--- config.mk ---
export PLATFORM = sky130hd
export DESIGN_NAME = apmc_top
export DESIGN_NICKNAME = d
export VERILOG_FILES = /design/src/apmc_pkg.sv /design/src/apmc_top.sv
export SDC_FILE = /design/constraint.sdc
export NUM_CORES = 1
export LEC_CHECK = 0
export ABC_AREA = 0
export BUFFER_PORTS_ARGS = -buffer_cell sky130_fd_sc_hd__buf_2
export CAP_MARGIN = 20
export CORE_UTILIZATION = 45
export CTS_CLUSTER_SIZE = 20
export DETAILED_ROUTE_END_ITERATION = 7
export PLACE_DENSITY = 0.64
export SLEW_MARGIN = 30
export SYNTH_ARGS = -nofsm -noshare
export SYNTH_HDL_FRONTEND = slang
export SYNTH_SLANG_ARGS = --single-unit
--- constraint.sdc ---
create_clock -name clk -period 5.1 [get_ports clk]
set_input_delay 0 -clock clk [delete_from_list [all_inputs] [get_ports clk]]
set_output_delay 0 -clock clk [all_outputs]
set_load 0.1 [all_outputs]
--- src/apmc_pkg.sv ---
/*
 Constants, register map and types for the audio path mode control block.
 Assumes a 200 MHz clock and an Avalon-MM master issuing aligned word accesses.
*/
// Function
// - Exactly one of idle, receive, transmit
// - Reset enters idle without host action
// - Parameter programming writes accepted only in idle
// - Voice from path one; signalling routable
// - Transmit output destinations follow routing settings
// - Selectable narrow or wide channel filter, limiter
// - Stage order selectable, each stage enabled; limiter follows channel filter
// - Receive high-pass, narrow and wide low-pass
// - No filter selected means bypassed path
// - Receive de-emphasis when selected
// - Transmit pre-emphasis with either channel filter
// - Inversion frequency default, parameter word changes it
// - Transmit high-pass when enabled
// - Audio output at bias before switching
// - Ramp modulator outputs when ramp enabled
// - Disabled output at bias, powered-down floats
// - AGC records gain, steps down while loud
// - AGC steps gain back up to recorded
// - AGC word enables AGC, selects detector
// - Controls sampled once per latency period
package apmc_pkg;
    localparam int          CLK_PERIOD_PS = 5000;
    localparam int          LATENCY_US    = 250;
    localparam int          LATENCY_CYC   = LATENCY_US * 1000000 / CLK_PERIOD_PS;
    localparam int          LAT_W         = 17;
    localparam int          ADDR_W        = 5;

    localparam logic [4:0]  OFS_MODE   = 5'h00;
    localparam logic [4:0]  OFS_AUDIO  = 5'h04;
    localparam logic [4:0]  OFS_ROUTE  = 5'h08;
    localparam logic [4:0]  OFS_GAIN   = 5'h0C;
    localparam logic [4:0]  OFS_PROG   = 5'h10;
    localparam logic [4:0]  OFS_STATUS = 5'h14;

    // Audio control fields
    localparam int AU_HPF = 0, AU_EMPH = 1, AU_CHAN = 2, AU_WIDE = 3, AU_SCRAM = 4, AU_ORD = 5;
    // Routing fields
    localparam int RT_P1 = 0, RT_P2 = 2, RT_SIG = 4, RT_M1S = 8, RT_M2S = 10;
    localparam int RT_M1EN = 12, RT_M2EN = 13, RT_M1PD = 14, RT_M2PD = 15;
    // Gain fields
    localparam int GN_IN1 = 0, GN_RAMP = 7;
    // Programming fields and indices
    localparam int PR_IDX = 16;
    localparam logic [1:0] PIDX_RAMP = 2'h0;
    localparam logic [1:0] PIDX_INV  = 2'h1;
    localparam logic [1:0] PIDX_AGC  = 2'h2;
    // AGC word fields; rate in upper byte
    localparam int AG_EN = 0, AG_SRC = 1, AG_RATE = 8;
    // Status fields
    localparam int ST_REJ = 3;

    localparam logic [15:0] INV_FREQ_DEF = 16'h0CE4;
    localparam logic [15:0] RAMP_DEF     = 16'h0101;
    localparam logic [15:0] AGC_DEF      = 16'h1000;
    localparam logic [7:0]  RAMP_MAX     = 8'hFF;
    localparam logic [7:0]  RAMP_BIAS    = 8'h00;

    typedef enum logic [1:0] {
        APMC_IDLE = 2'b00,
        APMC_RX   = 2'b01,
        APMC_TX   = 2'b10
    } apmc_mode_t;

    typedef enum logic [0:0] {
        APMC_STEADY = 1'b0,
        APMC_DRAIN  = 1'b1
    } apmc_phase_t;
endpackage : apmc_pkg

--- src/apmc_top.sv ---
/*
 Mode control and audio chain configuration: Avalon-MM register slave,
 latency-period sampling, mode sequencing, modulator ramps and input AGC.
 Assumes level detector flags arrive asynchronously from the analogue side.
*/
// The address map and register access over Avalon-MM were decided locally.
`timescale 1ns/1ps
module apmc_top #(
    parameter int LATENCY_CYCLES = apmc_pkg::LATENCY_CYC
) (
    input  wire logic                        clk,           // 200 MHz clock
    input  wire logic                        rstn,          // Async reset, low
    input  wire logic [apmc_pkg::ADDR_W-1:0] address,       // Byte address
    input  wire logic                        read,          // Read request
    input  wire logic                        write,         // Write request
    input  wire logic [31:0]                 writedata,     // Write data
    input  wire logic [3:0]                  byteenable,    // Byte lanes
    output logic                             waitrequest,   // Stall
    output logic [31:0]                      readdata,      // Read data
    input  wire logic                        agc_over_thr,  // Level above threshold
    input  wire logic                        agc_under_thr, // Level has dropped
    output logic [1:0]                       mode_state,    // Current mode
    output logic                             audio_at_bias, // Audio held at bias
    output logic [1:0]                       path1_pin_sel, // Input path one pin
    output logic [1:0]                       path2_pin_sel, // Input path two pin
    output logic [3:0]                       sig_path_sel,  // Signalling block paths
    output logic [1:0]                       modulator_output_one_src,      // Output one source
    output logic [1:0]                       modulator_output_two_src,      // Output two source
    output logic [7:0]                       modulator_output_one, // Level over bias
    output logic [7:0]                       modulator_output_two, // Level over bias
    output logic                             modulator_output_one_oe,       // Output one driven
    output logic                             modulator_output_two_oe,       // Output two driven
    output logic                             hpf_on,        // High-pass active
    output logic                             deemph_on,     // Receive de-emphasis
    output logic                             preemph_on,    // Transmit pre-emphasis
    output logic                             chan_filt_on,  // Channel filter active
    output logic                             chan_wide,     // Wide channel select
    output logic                             limiter_on,    // Soft limiter active
    output logic                             scram_on,      // Inversion active
    output logic [1:0]                       stage_order,   // Stage order code
    output logic [15:0]                      inversion_frequency_parameter, // Inversion
    output logic [3:0]                       in1_gain,      // Input one gain code
    output logic                             agc_src_sel    // Detector source
);
    import apmc_pkg::*;

    typedef struct packed {
        logic        waitreq;
        logic [31:0] rdata;
        logic        over_s1;
        logic        over_s2;
        logic        under_s1;
        logic        under_s2;
        logic [LAT_W-1:0] tick_cnt;
        logic [31:0] sh_mode;
        logic [31:0] sh_audio;
        logic [31:0] sh_route;
        logic [31:0] sh_gain;
        logic        gain_new;
        logic [31:0] ac_audio;
        logic [31:0] ac_route;
        logic        ramp_en;
        logic [15:0] ramp_word;
        logic [15:0] inv_freq;
        logic [15:0] agc_word;
        logic        prog_rej;
        apmc_mode_t  mode;
        apmc_mode_t  target;
        apmc_phase_t phase;
        logic [7:0]  ramp;
        logic [7:0]  ramp_cnt;
        logic [3:0]  gain;
        logic [3:0]  gain_rec;
        logic [7:0]  agc_cnt;
        logic        o_bias;
        logic [7:0]  o_modulator_output_one;
        logic [7:0]  o_modulator_output_two;
        logic        o_oe1;
        logic        o_oe2;
        logic        o_hpf;
        logic        o_deemph;
        logic        o_preemph;
        logic        o_chan;
        logic        o_scram;
        logic [1:0]  o_m1s;
        logic [1:0]  o_m2s;
    } apmc_state_t;

    apmc_state_t s;
    apmc_state_t n;
    logic        tick;
    logic        wr_fire;
    logic        active;
    logic        tx_run;
    logic [7:0]  ramp_goal;

    function automatic logic [31:0] be_merge(input logic [31:0] old,
                                             input logic [31:0] wd,
                                             input logic [3:0]  be);
        logic [31:0] r;
        r = old;
        for (int i = 0; i < 4; i++)
        begin
            if (be[i])
                r[i*8 +: 8] = wd[i*8 +: 8];
        end
        return r;
    endfunction : be_merge

    // Pin code 3 is not a pin; falls back to the first
    function automatic logic [1:0] pin_sel(input logic [1:0] v);
        return (v == 2'h3) ? 2'h0 : v;
    endfunction : pin_sel

    // Zero rate would stall forever, so it counts as one
    function automatic logic [7:0] rate_of(input logic [7:0] v);
        return (v == 8'h00) ? 8'h01 : v;
    endfunction : rate_of

    function automatic apmc_mode_t to_mode(input logic [1:0] v, input apmc_mode_t cur);
        if (v == 2'b01)
            return APMC_RX;
        else if (v == 2'b10)
            return APMC_TX;
        else if (v == 2'b00)
            return APMC_IDLE;
        else
            return cur;
    endfunction : to_mode

    assign tick    = (s.tick_cnt == LAT_W'(LATENCY_CYCLES - 1));
    assign wr_fire = write && !s.waitreq;
    assign active  = (s.phase == APMC_STEADY) && (s.mode != APMC_IDLE);
    assign tx_run  = (s.phase == APMC_STEADY) && (s.mode == APMC_TX);
    assign ramp_goal = tx_run ? RAMP_MAX : RAMP_BIAS;

    always_comb
    begin
        n = s;
        n.over_s1  = agc_over_thr;
        n.over_s2  = s.over_s1;
        n.under_s1 = agc_under_thr;
        n.under_s2 = s.under_s1;
        n.tick_cnt = tick ? '0 : s.tick_cnt + LAT_W'(1);

        // One wait state: answer on the cycle after the request is seen
        n.waitreq = !((read || write) && s.waitreq);
        if (read && s.waitreq)
        begin
            if (address == OFS_MODE)
                n.rdata = s.sh_mode;
            else if (address == OFS_AUDIO)
                n.rdata = s.sh_audio;
            else if (address == OFS_ROUTE)
                n.rdata = s.sh_route;
            else if (address == OFS_GAIN)
                n.rdata = s.sh_gain;
            else if (address == OFS_STATUS)
                n.rdata = {16'h0000, s.ramp, s.gain, s.prog_rej,
                           s.phase == APMC_DRAIN, s.mode};
            else
                n.rdata = 32'h0000_0000;
        end

        if (wr_fire)
        begin
            if (address == OFS_MODE)
                n.sh_mode = be_merge(s.sh_mode, writedata, byteenable) & 32'h0000_0003;
            else if (address == OFS_AUDIO)
                n.sh_audio = be_merge(s.sh_audio, writedata, byteenable) & 32'h0000_007F;
            else if (address == OFS_ROUTE)
                n.sh_route = be_merge(s.sh_route, writedata, byteenable) & 32'h0000_FFFF;
            else if (address == OFS_GAIN)
            begin
                n.sh_gain  = be_merge(s.sh_gain, writedata, byteenable) & 32'h0000_008F;
                n.gain_new = 1'b1;
            end
            else if (address == OFS_STATUS)
            begin
                if (byteenable[0] && writedata[ST_REJ])
                    n.prog_rej = 1'b0;
            end
            else if (address == OFS_PROG)
            begin
                // Long-lived parameters may only change while idle
                if (s.mode == APMC_IDLE && s.phase == APMC_STEADY)
                begin
                    if (writedata[PR_IDX +: 2] == PIDX_RAMP)
                        n.ramp_word = writedata[15:0];
                    else if (writedata[PR_IDX +: 2] == PIDX_INV)
                        n.inv_freq = writedata[15:0];
                    else if (writedata[PR_IDX +: 2] == PIDX_AGC)
                        n.agc_word = writedata[15:0];
                end
                else
                    n.prog_rej = 1'b1;
            end
        end

        // Mode, audio, routing and gain settings reach the processing chain only at period end
        if (tick)
        begin
            n.ac_audio = s.sh_audio;
            n.ac_route = s.sh_route;
            // Pin code folded here so the selects come straight off flops
            n.ac_route[RT_P1 +: 2] = pin_sel(s.sh_route[RT_P1 +: 2]);
            n.ac_route[RT_P2 +: 2] = pin_sel(s.sh_route[RT_P2 +: 2]);
            n.ramp_en  = s.sh_gain[GN_RAMP];
            if (s.gain_new && !(wr_fire && address == OFS_GAIN))
            begin
                n.gain     = s.sh_gain[GN_IN1 +: 4];
                n.gain_new = 1'b0;
            end
            if (s.phase == APMC_STEADY && to_mode(s.sh_mode[1:0], s.mode) != s.mode)
            begin
                n.target = to_mode(s.sh_mode[1:0], s.mode);
                n.phase  = APMC_DRAIN;
            end
        end

        // Modulator ramp toward bias or full level
        if (!s.ramp_en)
        begin
            n.ramp     = ramp_goal;
            n.ramp_cnt = 8'h00;
        end
        else if (s.ramp != ramp_goal)
        begin
            if (s.ramp_cnt >= rate_of(tx_run ? s.ramp_word[7:0] : s.ramp_word[15:8]) - 8'h01)
            begin
                n.ramp_cnt = 8'h00;
                n.ramp     = tx_run ? s.ramp + 8'h01 : s.ramp - 8'h01;
            end
            else
                n.ramp_cnt = s.ramp_cnt + 8'h01;
        end
        else
            n.ramp_cnt = 8'h00;

        // Switch only once audio and the modulator ramp already sit at bias
        if (s.phase == APMC_DRAIN && s.ramp == RAMP_BIAS && s.o_bias)
        begin
            n.mode  = s.target;
            n.phase = APMC_STEADY;
            n.agc_cnt = 8'h00;
            if (s.target == APMC_TX)
                n.gain_rec = s.gain;
        end

        // Input AGC, one gain code per step
        if (tx_run && s.agc_word[AG_EN])
        begin
            if (s.agc_cnt >= rate_of(s.agc_word[AG_RATE +: 8]) - 8'h01)
            begin
                n.agc_cnt = 8'h00;
                if (s.over_s2 && s.gain != 4'h0)
                    n.gain = s.gain - 4'h1;
                else if (!s.over_s2 && s.under_s2 && s.gain < s.gain_rec)
                    n.gain = s.gain + 4'h1;
            end
            else
                n.agc_cnt = s.agc_cnt + 8'h01;
        end

        // Registered outputs
        n.o_bias    = !(s.phase == APMC_STEADY && s.mode == APMC_RX);
        n.o_modulator_output_one    = s.ac_route[RT_M1EN] ? s.ramp : RAMP_BIAS;
        n.o_modulator_output_two    = s.ac_route[RT_M2EN] ? s.ramp : RAMP_BIAS;
        n.o_oe1     = !s.ac_route[RT_M1PD];
        n.o_oe2     = !s.ac_route[RT_M2PD];
        n.o_m1s     = tx_run ? s.ac_route[RT_M1S +: 2] : 2'h0;
        n.o_m2s     = tx_run ? s.ac_route[RT_M2S +: 2] : 2'h0;
        n.o_hpf     = active && s.ac_audio[AU_HPF];
        n.o_deemph  = active && s.mode == APMC_RX && s.ac_audio[AU_EMPH];
        n.o_preemph = tx_run && s.ac_audio[AU_EMPH];
        n.o_chan    = active && s.ac_audio[AU_CHAN];
        n.o_scram   = active && s.ac_audio[AU_SCRAM];
    end

    always_ff @(posedge clk or negedge rstn)
    begin
        if (!rstn)
        begin
            s           <= '0;
            s.waitreq   <= 1'b1;
            s.mode      <= APMC_IDLE;
            s.target    <= APMC_IDLE;
            s.phase     <= APMC_STEADY;
            s.o_bias    <= 1'b1;
            s.ramp_word <= RAMP_DEF;
            s.inv_freq  <= INV_FREQ_DEF;
            s.agc_word  <= AGC_DEF;
        end
        else
            s <= n;
    end

    assign waitrequest   = s.waitreq;
    assign readdata      = s.rdata;
    assign mode_state    = s.mode;
    assign audio_at_bias = s.o_bias;
    // Voice blocks have no selector: they always read path one
    assign path1_pin_sel = s.ac_route[RT_P1 +: 2];
    assign path2_pin_sel = s.ac_route[RT_P2 +: 2];
    assign sig_path_sel  = s.ac_route[RT_SIG +: 4];
    assign modulator_output_one_src      = s.o_m1s;
    assign modulator_output_two_src      = s.o_m2s;
    assign modulator_output_one = s.o_modulator_output_one;
    assign modulator_output_two = s.o_modulator_output_two;
    assign modulator_output_one_oe       = s.o_oe1;
    assign modulator_output_two_oe       = s.o_oe2;
    assign hpf_on        = s.o_hpf;
    assign deemph_on     = s.o_deemph;
    assign preemph_on    = s.o_preemph;
    assign chan_filt_on  = s.o_chan;
    assign chan_wide     = s.ac_audio[AU_WIDE];
    assign limiter_on    = s.o_chan;
    assign scram_on      = s.o_scram;
    assign stage_order   = s.ac_audio[AU_ORD +: 2];
    assign inversion_frequency_parameter = s.inv_freq;
    assign in1_gain      = s.gain;
    assign agc_src_sel   = s.agc_word[AG_SRC];
endmodule : apmc_top

==> qor.csv, run 1 <==
stage,metric,value,unit
run_status,status,"complete, no violations",
routing,drtPass1Iterations,4,
yosys,synth_fa_ha_area_share,4.170,%
grt,grt_max_degree,130,
grt,grt.overflow.total,0,
place,gp_congestion,0.8324,
yosys,async_reset_ff_share,100.0,%
yosys,synthesis.area,10080,sq um
yosys,seq_area_frac_synth,50.02,%
pwr,p_per_area,338.7,nW/um^2
sta,fin_crit_sh,83.36,%
yosys,postSynthAreaPerCell,11.18,sq um
grt,grt_usage,20.07,%
grt,grt_pass1_vias,6632,
pwr,p_leak,5.633,nW
floorplan,die_w,151.7,um
yosys,synth-edff-count,0,
cts,clk_latency,0.53,ns
floorplan,initial_utilization,46.06,%
routing,via_per_inst,5.231,
cells_and_area,area_delta_synth_final,13.80,%
yosys,yosysTopAreaCell,dfrtp_1,
critical_path,cp.arrival,4.64,ns
place,place_inst,1204,
sta,skew,0.02633,ns
cells_and_area,nNetsFinal,1057,
cells_and_area,layout_commonest_cell,dfrtp_1,
routing,first_iter_violations,333,
cts,cts.repair.resized,0,
sta,setup_violations,0,
floorplan,core.rowCount,54,
place,numPortBuffers,110,
floorplan,die_area,23010,sq um
sta,rsz0062_at_grt,false,
yosys,ys.flop_type,dfrtp_1,
critical_path,critPathLaunchType,register,
floorplan,die_h,151.7,um
routing,wire_per_inst,17.15,um
sta,drv_slew,0,
cts,hold_buffers,26,
grt,grt_pass1_wl,35630,um
floorplan,ios,143,
sta,finalCriticalPeriod,4.251,ns
critical_path,r2r_end,s[59],
routing,ant_nets,0,
place,place_hpwl,15260,um
pwr,p_total,3.886,mW
routing,drt-total-wl,21860,um
critical_path,reg2reg_slack,0.85,ns
yosys,synth_top_area_share,47.16,%
pwr,power_frac_seq,43.2,%
cells_and_area,multi_input_area,4220,sq um
critical_path,rr_startpoint,mode_state[1],
routing,drc,0,
cts,path_clk_slew,0.06,ns
pwr,worst_ir_drop_vdd,253.2,uV
run,max_cap_violations,0,
routing,met1_length,10100,um
place,dp_slack,0.8079,ns
routing,dr_wl_met3,1509,um
cts,cts-root-buf,clkbuf_16,
sta,tns,0,ns
cts,post-cts-setup-buffers,0,
sta,worst_slack,0.8488,ns
sta,fmax,235.2,MHz
critical_path,path_class,reg -> reg,
yosys,synthMuxAreaShare,12.48,%
yosys,synthXorXnorAreaFrac,3.475,%
cts,cts_tree,done,
routing,top_layer,met4,
critical_path,reg2reg_depth,16,
cells_and_area,final_cell_mix,"dfrtp_1 (190), buf_2 (109), mux2_2 (86)",
routing,via_count,6670,
yosys,syn-instance-count,902,
cells_and_area,layout-drive-gt1-share,27.77,%
cts,cts_sinks,201,
pwr,p_sw,0.9986,mW
cells_and_area,fillCellCount,2004,
cts,clk_path_buf_depth,3,
cells_and_area,seqCellArea,5044,sq um
yosys,ys_types,63,
yosys,synth_area_leaders,"dfrtp_1 (47%), mux2_2 (9.6%), buf_4 (6.6%)",
pwr,clkPwrFrac,46.3,%
sta,hold_violations,0,
pwr,pwr-share-comb,10.6,%
yosys,synthSimpleGateAreaFrac,13.19,%
pwr,netSwitchingFraction,25.70,%
cells_and_area,fin_cells,1275,
routing,route.met2.wl,9844,um
floorplan,coreArea,21890,sq um
cts,htreeDepth,1,
critical_path,path_max_fanout,15,
cts,numCtsBuffers,24,
sta,worst_slew_pin_slew,0.8380,ns
critical_path,required,5.49,ns
cells_and_area,fin_util,52.41,%
pwr,p_int,2.887,mW
yosys,ys_ff_latch,201,
sta,relSlewSlack,43.95,%
grt,antenna_found_initial,0,
hold_path,hold_path.class,in -> async,
yosys,synth_top_family_by_area,simple AND/OR/NAND/NOR gates,
yosys,ys_warn_count,0,
yosys,synth_compound_area_share,7.818,%
critical_path,cp-end-kind,register,
## final cells by class
class	count	area share, %
Antenna cell	1	0.02181
Clock buffer	31	5.725
Clock inverter	12	1.636
Inverter	29	0.9487
Multi-Input combinational cell	576	36.78
Sequential cell	201	43.96
Tap cell	280	3.053
Timing Repair Buffer	145	7.873
## power groups by stage
stage                     clock network [mW]  registers (mW)  logic, mW
after floorplan                            0            1.70      0.300
after global placement                     0            1.70      0.394
after detailed placement                   0            1.70      0.399
after CTS                               1.84            1.68      0.416
after global routing                    1.90            1.68      0.452
final                                   1.80            1.68      0.410
## sequential cells by signal, summed over array words and instances (netlist names), 2 cells and up
signal	flops
modulator_output_two	8
n	2
modulator_output_two_src	2
sig_path_sel	4
s	120
path1_pin_sel	2
modulator_output_one_src	2
modulator_output_one	8
readdata	16
inversion_frequency_parameter	16
path2_pin_sel	2
in1_gain	4
stage_order	2
mode_state	2
## layer usage
layer	up-vias	global-route usage, %
li1	3196	-
met1	3259	28.61
met2	181	31.64
met3	34	3.114
met4	0	5.693
met5	-	0
## worst max-delay path, cell delays in order (launching register included)
cell,delay [ns]
dfrtp_1,0.52
nor3b_4,0.57
inv_1,0.35
nor2_1,0.18
o22a_1,0.18
ha_1,0.18
nand2_1,0.11
nor4_1,0.24
xor2_1,0.17
mux2i_1,0.09
ha_1,0.29
o21ai_0,0.08
o21ai_0,0.15
a21oi_1,0.08
a21o_1,0.32
a2111oi_0,0.49
nand3_1,0.12
## how the worst max path moves through the flow
stage                  startpoint    end  slack (ns)  cells after the start
global route        mode_state[0]  s[59]        0.43                     16
finish              mode_state[1]  s[59]        0.85                     16
CTS                 mode_state[1]  s[59]        0.80                     16
global placement    mode_state[0]  s[52]        0.94                     16
detailed placement  mode_state[1]  s[59]        0.81                     16
floorplan           mode_state[0]  s[59]        1.40                     18
## cells by family after synthesis
kind of cell / Yosys count
buffers and inverters: 140
flip-flops: 201
multiplexers: 110
adder cells (fa/ha/maj): 33
XOR/XNOR: 40
other: 1
AND/OR/NAND/NOR: 249
AO/OA/AOI/OAI: 128
## Yosys cell counts, types with 3 or more instances
library cell and count:
a211oi_1 4, a21o_1 5, a21oi_1 34, a221oi_1 4, a22o_1 3, a22oi_1 8
a31oi_1 5, and2_1 26, and3_1 13, buf_2 9, buf_4 89, clkbuf_1 11
dfrtp_1 190, dfstp_2 11, ha_1 32, inv_1 29, mux2_2 86, mux2_4 10
mux2i_1 14, nand2_1 60, nand2b_1 8, nand3_1 26, nand3b_1 8, nand4_1 6
nor2_1 56, nor2b_1 5, nor3_1 11, nor4_1 6, o21a_1 3, o21ai_0 41
o21bai_1 3, o31ai_1 4, or3_1 6, xnor2_1 17, xor2_1 23
## through the flow
| stage | area [sq um] | hold slack, ns |
|---|---|---|
| 2_1_floorplan | 10140 | -0.2956 |
| 3_3_place_gp | 10350 | 0.04951 |
| 3_5_place_dp | 10350 | 0.05823 |
| 4_1_cts | 11460 | 0.06342 |
| 5_1_grt | 11470 | 0.09549 |
| 6_report | 11470 | 0.02513 |
Power figures use the tool's default switching activity.
==> inputs of run 2 (changes only) <==
clock period = 4.13 ns   (was 5.1 ns; I/O delays follow)
==> run 2 against run 1 <==
Effect of this change: sequential share of layout area increased by 0.18 points; die area did not move; clock skew is 0.014 ns lower; routed wire length fell by 0.75%; first-iteration DRC count shrank 26%.
==> qor.csv, run 2 (same netlist as run 1, synthesis figures left out) <==
stage,metric,value,unit,change
run_status,status,"complete, no violations",,unchanged
critical_path,critical-path-slowest-cell,or4b_1,,was nor3b_4
cells_and_area,fin_util,52.20,%,was 52.41%
cells_and_area,layout_commonest_cell,dfrtp_1,,unchanged
critical_path,critPathBufInv,1,,unchanged
cells_and_area,top_register,s,,unchanged
sta,rsz0062_at_grt,false,,unchanged
critical_path,crit_chain,"nor3b_4, buf_4, nor3_1, a21oi_1, o22a_1, ha_1, nand2_1, nor4_1, xor2_1, mux2i_1, ha_1, o21ai_0, o21ai_0, a21oi_1, a21o_2, or4b_1, nand3_1",,"was nor3b_4, inv_1, nor2_1, o22a_1, ha_1, nand2_1, nor4_1, xor2_1, mux2i_1, ha_1, o21ai_0, o21ai_0, a21oi_1, a21o_1, a2111oi_0, nand3_1"
sta,fmax,267.8,MHz,was 235.2 MHz
pwr,p_total,4.537,mW,was 3.886 mW
critical_path,cp.arrival,4.17,ns,was 4.64 ns
floorplan,die_h,151.7,um,unchanged
sta,worst_slack,0.3955,ns,was 0.8488 ns
routing,via_per_inst,5.227,,was 5.231
pwr,p_leak,5.616,nW,was 5.633 nW
critical_path,critPathLaunchType,register,,unchanged
cells_and_area,area_delta_synth_final,13.34,%,was 13.80%
place,numPortBuffers,110,,unchanged
cells_and_area,final_cell_mix,"dfrtp_1 (190), buf_2 (109), mux2_2 (86)",,unchanged
sta,fin_crit_sh,90.42,%,was 83.36%
place,place_hpwl,15410,um,"was 15,260 um"
sta,finalCriticalPeriod,3.735,ns,was 4.251 ns
floorplan,die_w,151.7,um,unchanged
cells_and_area,fin_cells,1278,,"was 1,275"
routing,drc,0,,unchanged
cts,numCtsBuffers,23,,was 24
cts,cts-root-buf,clkbuf_16,,unchanged
place,place_inst,1208,,"was 1,204"
grt,grt_max_degree,80,,was 130
grt,grt.overflow.total,0,,unchanged
cells_and_area,largest_register_ffs,120,,unchanged
critical_path,cp-end-kind,register,,unchanged
hold_path,hold_path.class,in -> async,,unchanged
sta,relSlewSlack,42.03,%,was 43.95%
cells_and_area,nNetsFinal,1061,,"was 1,057"
grt,grt_pass1_vias,6515,,"was 6,632"
routing,via_count,6680,,"was 6,670"
cts,path_clk_slew,0.06,ns,about the same
routing,drt-total-wl,21700,um,"was 21,860 um"
run,max_cap_violations,0,,unchanged
critical_path,crit_family,simple AND/OR/NAND/NOR gates,,was compound AO/OA/AOI/OAI gates
cts,cts_sinks,201,,unchanged
sta,hold_violations,0,,unchanged
critical_path,cp_slowest_stage_delay,0.50,ns,was 0.57 ns
routing,drtPass1Iterations,5,,was 4
grt,grt_usage,19.59,%,was 20.07%
routing,ant_nets,0,,unchanged
cts,cts_tree,done,,unchanged
critical_path,path_class,reg -> reg,,unchanged
sta,drv_slew,0,,unchanged
floorplan,ios,143,,unchanged
routing,first_iter_violations,245,,was 333
floorplan,initial_utilization,46.06,%,unchanged
floorplan,core.rowCount,54,,unchanged
sta,worst_slew_pin_slew,0.8675,ns,was 0.8380 ns
sta,setup_violations,0,,unchanged
place,gp_congestion,0.8498,,was 0.8324
floorplan,die_area,23010,sq um,unchanged
grt,grt_pass1_wl,35130,um,"was 35,630 um"
place,dp_slack,0.2668,ns,was 0.8079 ns
sta,tns,0,ns,unchanged
critical_path,required,4.56,ns,was 5.49 ns
routing,wire_per_inst,16.98,um,was 17.15 um
grt,antenna_found_initial,0,,unchanged
critical_path,path_max_fanout,18,,was 15
sta,skew,0.01245,ns,was 0.02633 ns
cts,clk_path_buf_depth,3,,unchanged
floorplan,coreArea,21890,sq um,unchanged
cts,clk_latency,0.50,ns,was 0.53 ns
pwr,p_per_area,397.0,nW/um^2,was 338.7 nW/um^2
cells_and_area,layout-drive-gt1-share,28.08,%,was 27.77%
pwr,worst_ir_drop_vdd,269.2,uV,was 253.2 uV
cts,htreeDepth,1,,unchanged
[run 2: cell count changes in the layout (fill, tap and decap cells not counted), sizes merged]
cell	delta
buf	+6
bufinv	-3
clkbuf	+3
clkinv	-3
dlygate4sd3	-1
inv	+1
[run 2: per-stage QoR]
step	instance area (sq um)	hold slack (ns)
3_5_place_dp	10410	-0.0001090
3_3_place_gp	10380	0.1100
4_1_cts	11380	0.02143
6_report	11430	0.02967
2_1_floorplan	10140	-0.2956
5_1_grt	11420	0.06448
[run 2: worst register-to-register path: stages (launching register included)]
cell	delay, ns
dfrtp_1	0.40
nor3b_4	0.32
buf_4	0.30
nor3_1	0.07
a21oi_1	0.12
o22a_1	0.18
ha_1	0.19
nand2_1	0.12
nor4_1	0.26
xor2_1	0.17
mux2i_1	0.09
ha_1	0.29
o21ai_0	0.08
o21ai_0	0.15
a21oi_1	0.07
a21o_2	0.29
or4b_1	0.50
nand3_1	0.08
[run 2: path summary, 6_finish.rpt]
check                              start                to  slack (ns)  depth (start not counted)
max                        mode_state[0]             s[59]        0.40                         17
min                                 rstn  path2_pin_sel[1]        0.03                          2
max reg2reg                mode_state[0]             s[59]        0.40                         17
min reg2reg                       n[325]            s[325]        0.35                          0
max in group asynchronous           rstn       waitrequest        3.32                          3
min in group clk              address[2]       readdata[5]        0.14                          4
[run 2: timing repair]
action / in CTS / in global routing
hold buffers: 24 / 1
endpoints found under the setup margin: 0 / 3
endpoints found under the hold margin: 266 / 3
setup buffers: 0 / 2
gates resized for setup: 0 / 3
[run 2: layout make-up]
type,count,area (sq um)
Fill cell,1948,10460
Sequential cell,201,5044
Multi-Input combinational cell,576,4228
Timing Repair Buffer,150,958.4
Clock buffer,34,666.9
Tap cell,280,350.3
Inverter,29,108.9
Clock inverter,7,68.82
Antenna cell,1,2.502
[run 2: report_power, final]
group          internal [mW]  switching [mW]
Clock                   1.18           0.777
Combinational          0.164           0.347
Sequential              2.02          0.0457
Total                   3.37            1.17
[run 2: metal layers]
metal / vias to the layer above / wire [um] / track usage (%)
met5: - / 0 / 0
met4: 0 / 353 / 4.703
met3: 31 / 1022 / 2.874
met2: 145 / 10010 / 31.00
met1: 3305 / 10310 / 28.24
li1: 3199 / - / -
==> inputs of run 3 (changes only) <==
==> constraint.sdc (replaced) <==
create_clock -name clk -period 4.13 [get_ports clk]
set_input_delay 0.2065 -clock clk [delete_from_list [all_inputs] [get_ports clk]]
set_output_delay 0.2065 -clock clk [all_outputs]
set_load 0.1 [all_outputs]
==> run 3 against run 2 <==
Effect of this change: first-iteration DRC count rose by 33%; utilization fell by 0.94 points; non-clock buffer count fell by 19; setup slack got worse by 0.015 ns; combinational power fell by 4%; fmax fell by 0.40%; die area did not move; power fell by 0.20%; cell count fell by 1.6%; largest cell class unchanged; critical path depth did not move; sequential power barely moved.
==> qor.csv, run 3 (same netlist as run 1, synthesis figures left out) <==
stage,metric,value,unit,change
run_status,status,"complete, no violations",,unchanged
hold_path,hold_path.class,in -> reg,,was in -> async
grt,grt_max_degree,96,,was 80
cts,numCtsBuffers,23,,unchanged
pwr,clkPwrFrac,43.4,%,was 43.1%
cells_and_area,top_register,s,,unchanged
critical_path,critPathLaunchType,register,,unchanged
pwr,p_per_area,403.5,nW/um^2,was 397.0 nW/um^2
critical_path,cp-startpoint,s[60],,was mode_state[0]
floorplan,initial_utilization,46.06,%,unchanged
cells_and_area,nNetsFinal,1042,,"was 1,061"
routing,first_iter_violations,327,,was 245
sta,rsz0062_at_grt,false,,unchanged
cts,htreeDepth,1,,unchanged
cts,cts-root-buf,clkbuf_16,,unchanged
routing,drt-total-wl,21640,um,"was 21,700 um"
grt,grt.overflow.total,0,,unchanged
sta,relSlewSlack,38.80,%,was 42.03%
floorplan,core.rowCount,54,,unchanged
sta,drv_slew,0,,unchanged
grt,antenna_found_initial,0,,unchanged
cells_and_area,layout_commonest_cell,dfrtp_1,,unchanged
routing,wire_per_inst,17.20,um,was 16.98 um
cells_and_area,final_cell_mix,"dfrtp_1 (190), buf_2 (109), mux2_2 (86)",,unchanged
pwr,power_frac_seq,45.7,%,was 45.6%
floorplan,ios,143,,unchanged
pwr,pwr-share-comb,10.9,%,was 11.3%
cts,cts_sinks,201,,unchanged
run,max_cap_violations,0,,unchanged
pwr,worst_ir_drop_vdd,262.9,uV,was 269.2 uV
grt,grt_usage,19.56,%,was 19.59%
grt,grt_pass1_vias,6299,,"was 6,515"
floorplan,die_area,23010,sq um,unchanged
sta,setup_violations,0,,unchanged
cts,cts_tree,done,,unchanged
pwr,netSwitchingFraction,25.60,%,was 25.79%
routing,drtPass1Iterations,7,,was 5
routing,via_per_inst,5.246,,was 5.227
place,numPortBuffers,110,,unchanged
critical_path,cp.arrival,4.11,ns,was 4.17 ns
cells_and_area,largest_register_ffs,120,,unchanged
critical_path,rr_startpoint,s[60],,was mode_state[0]
critical_path,path_max_fanout,15,,was 18
routing,drc,0,,unchanged
sta,fin_crit_sh,90.78,%,was 90.42%
pwr,p_int,3.369,mW,was 3.367 mW
cts,clk_path_buf_depth,3,,unchanged
floorplan,die_w,151.7,um,unchanged
hold_path,worstHoldStart,writedata[8],,
sta,fmax,266.7,MHz,was 267.8 MHz
cts,path_clk_slew,0.06,ns,about the same
cts,clk_latency,0.50,ns,about the same
cells_and_area,antennaDiodeCount,0,,was 1
critical_path,path_class,reg -> reg,,unchanged
critical_path,required,4.50,ns,was 4.56 ns
critical_path,cp-end-kind,register,,unchanged
routing,ant_nets,0,,unchanged
pwr,p_sw,1.159,mW,was 1.170 mW
cells_and_area,final_area,11220,sq um,"was 11,430 sq um"
sta,tns,0,ns,unchanged
floorplan,coreArea,21890,sq um,unchanged
floorplan,die_h,151.7,um,unchanged
sta,hold_violations,0,,unchanged
grt,grt_pass1_wl,34720,um,"was 35,130 um"
cells_and_area,area_delta_synth_final,11.29,%,was 13.34%
sta,skew,0.01179,ns,was 0.01245 ns
pwr,p_leak,5.526,nW,was 5.616 nW
sta,finalCriticalPeriod,3.749,ns,was 3.735 ns
place,place_hpwl,15520,um,"was 15,410 um"
place,gp_congestion,0.8546,,was 0.8498
sta,worst_slew_pin_slew,0.9158,ns,was 0.8675 ns
place,detailed_place.area,10400,sq um,"was 10,410 sq um"
routing,via_count,6600,,"was 6,680"
cells_and_area,layout-drive-gt1-share,28.63,%,was 28.08%
cts,post-cts-setup-buffers,0,,unchanged
[run 3: worst paths after layout]
path                       slack [ns]  cells past startpoint                                to
max in group asynchronous        2.78                      3                       waitrequest
hold / removal                   0.05                      2  inversion_frequency_parameter[8]
hold reg to reg                  0.35                      0                            s[327]
setup / recovery                 0.38                     17                             s[59]
setup reg to reg                 0.38                     17                             s[59]
min in group asynchronous        0.35                      2                       readdata[3]
[run 3: timing repair]
item,CTS,global route
gates resized for setup,0,3
hold buffers,6,0
endpoints found under the hold margin,86,0
setup endpoints to repair,0,3
[run 3: layout make-up]
cell class | instances | area, sq um
clock buffers | 35 | 680.7
inverters | 29 | 108.9
fillers | 1973 | 10670
well taps | 280 | 350.3
multi-input cells | 576 | 4229
repair buffers | 131 | 748.2
clock inverters | 6 | 60.06
flip-flops and latches | 201 | 5044
[run 3: through the flow]
stage          setup WS (ns)  total power [mW]  hold slack, ns  utilization [%]  cells
5_1_grt              0.03414             4.709         0.04129            51.26   1258
4_1_cts               0.2664             4.580         0.03188            51.17   1257
2_1_floorplan         0.4294             2.470        -0.08909                -    917
3_5_place_dp          0.2990             2.594          0.3187            47.51   1210
6_report              0.3807             4.528         0.04750            51.26   1258
3_3_place_gp          0.3657             2.585          0.3149            47.51   1210
[run 3: worst max-delay path, cell delays in order (launching register included)]
cell and delay (ns):
dfrtp_1 0.40, nor3b_4 0.37, buf_4 0.24, a21oi_1 0.09
nand2b_1 0.20, o22a_1 0.25, ha_1 0.21, nand2_1 0.15
nor2_1 0.07, xor2_1 0.14, mux2i_1 0.09, ha_1 0.29
o21ai_0 0.08, o21ai_0 0.15, a21oi_1 0.07, a21o_2 0.29
a2111oi_1 0.42, nand3_1 0.12
[run 3: routing by layer]
layer / vias up / GRT usage [%] / routed length (um)
li1: 3163 / - / -
met3: 21 / 2.515 / 1172
met5: - / 0 / 0
met2: 170 / 31.05 / 9843
met1: 3246 / 28.41 / 10320
met4: 0 / 4.505 / 299
[run 3: power by group through the flow]
stage	logic [mW]	registers, mW	clock network, mW
6_report	0.493	2.07	1.96
5_1_grt	0.540	2.08	2.09
4_1_cts	0.497	2.07	2.01
3_5_place_dp	0.491	2.10	0
3_3_place_gp	0.483	2.10	0
2_1_floorplan	0.370	2.10	0
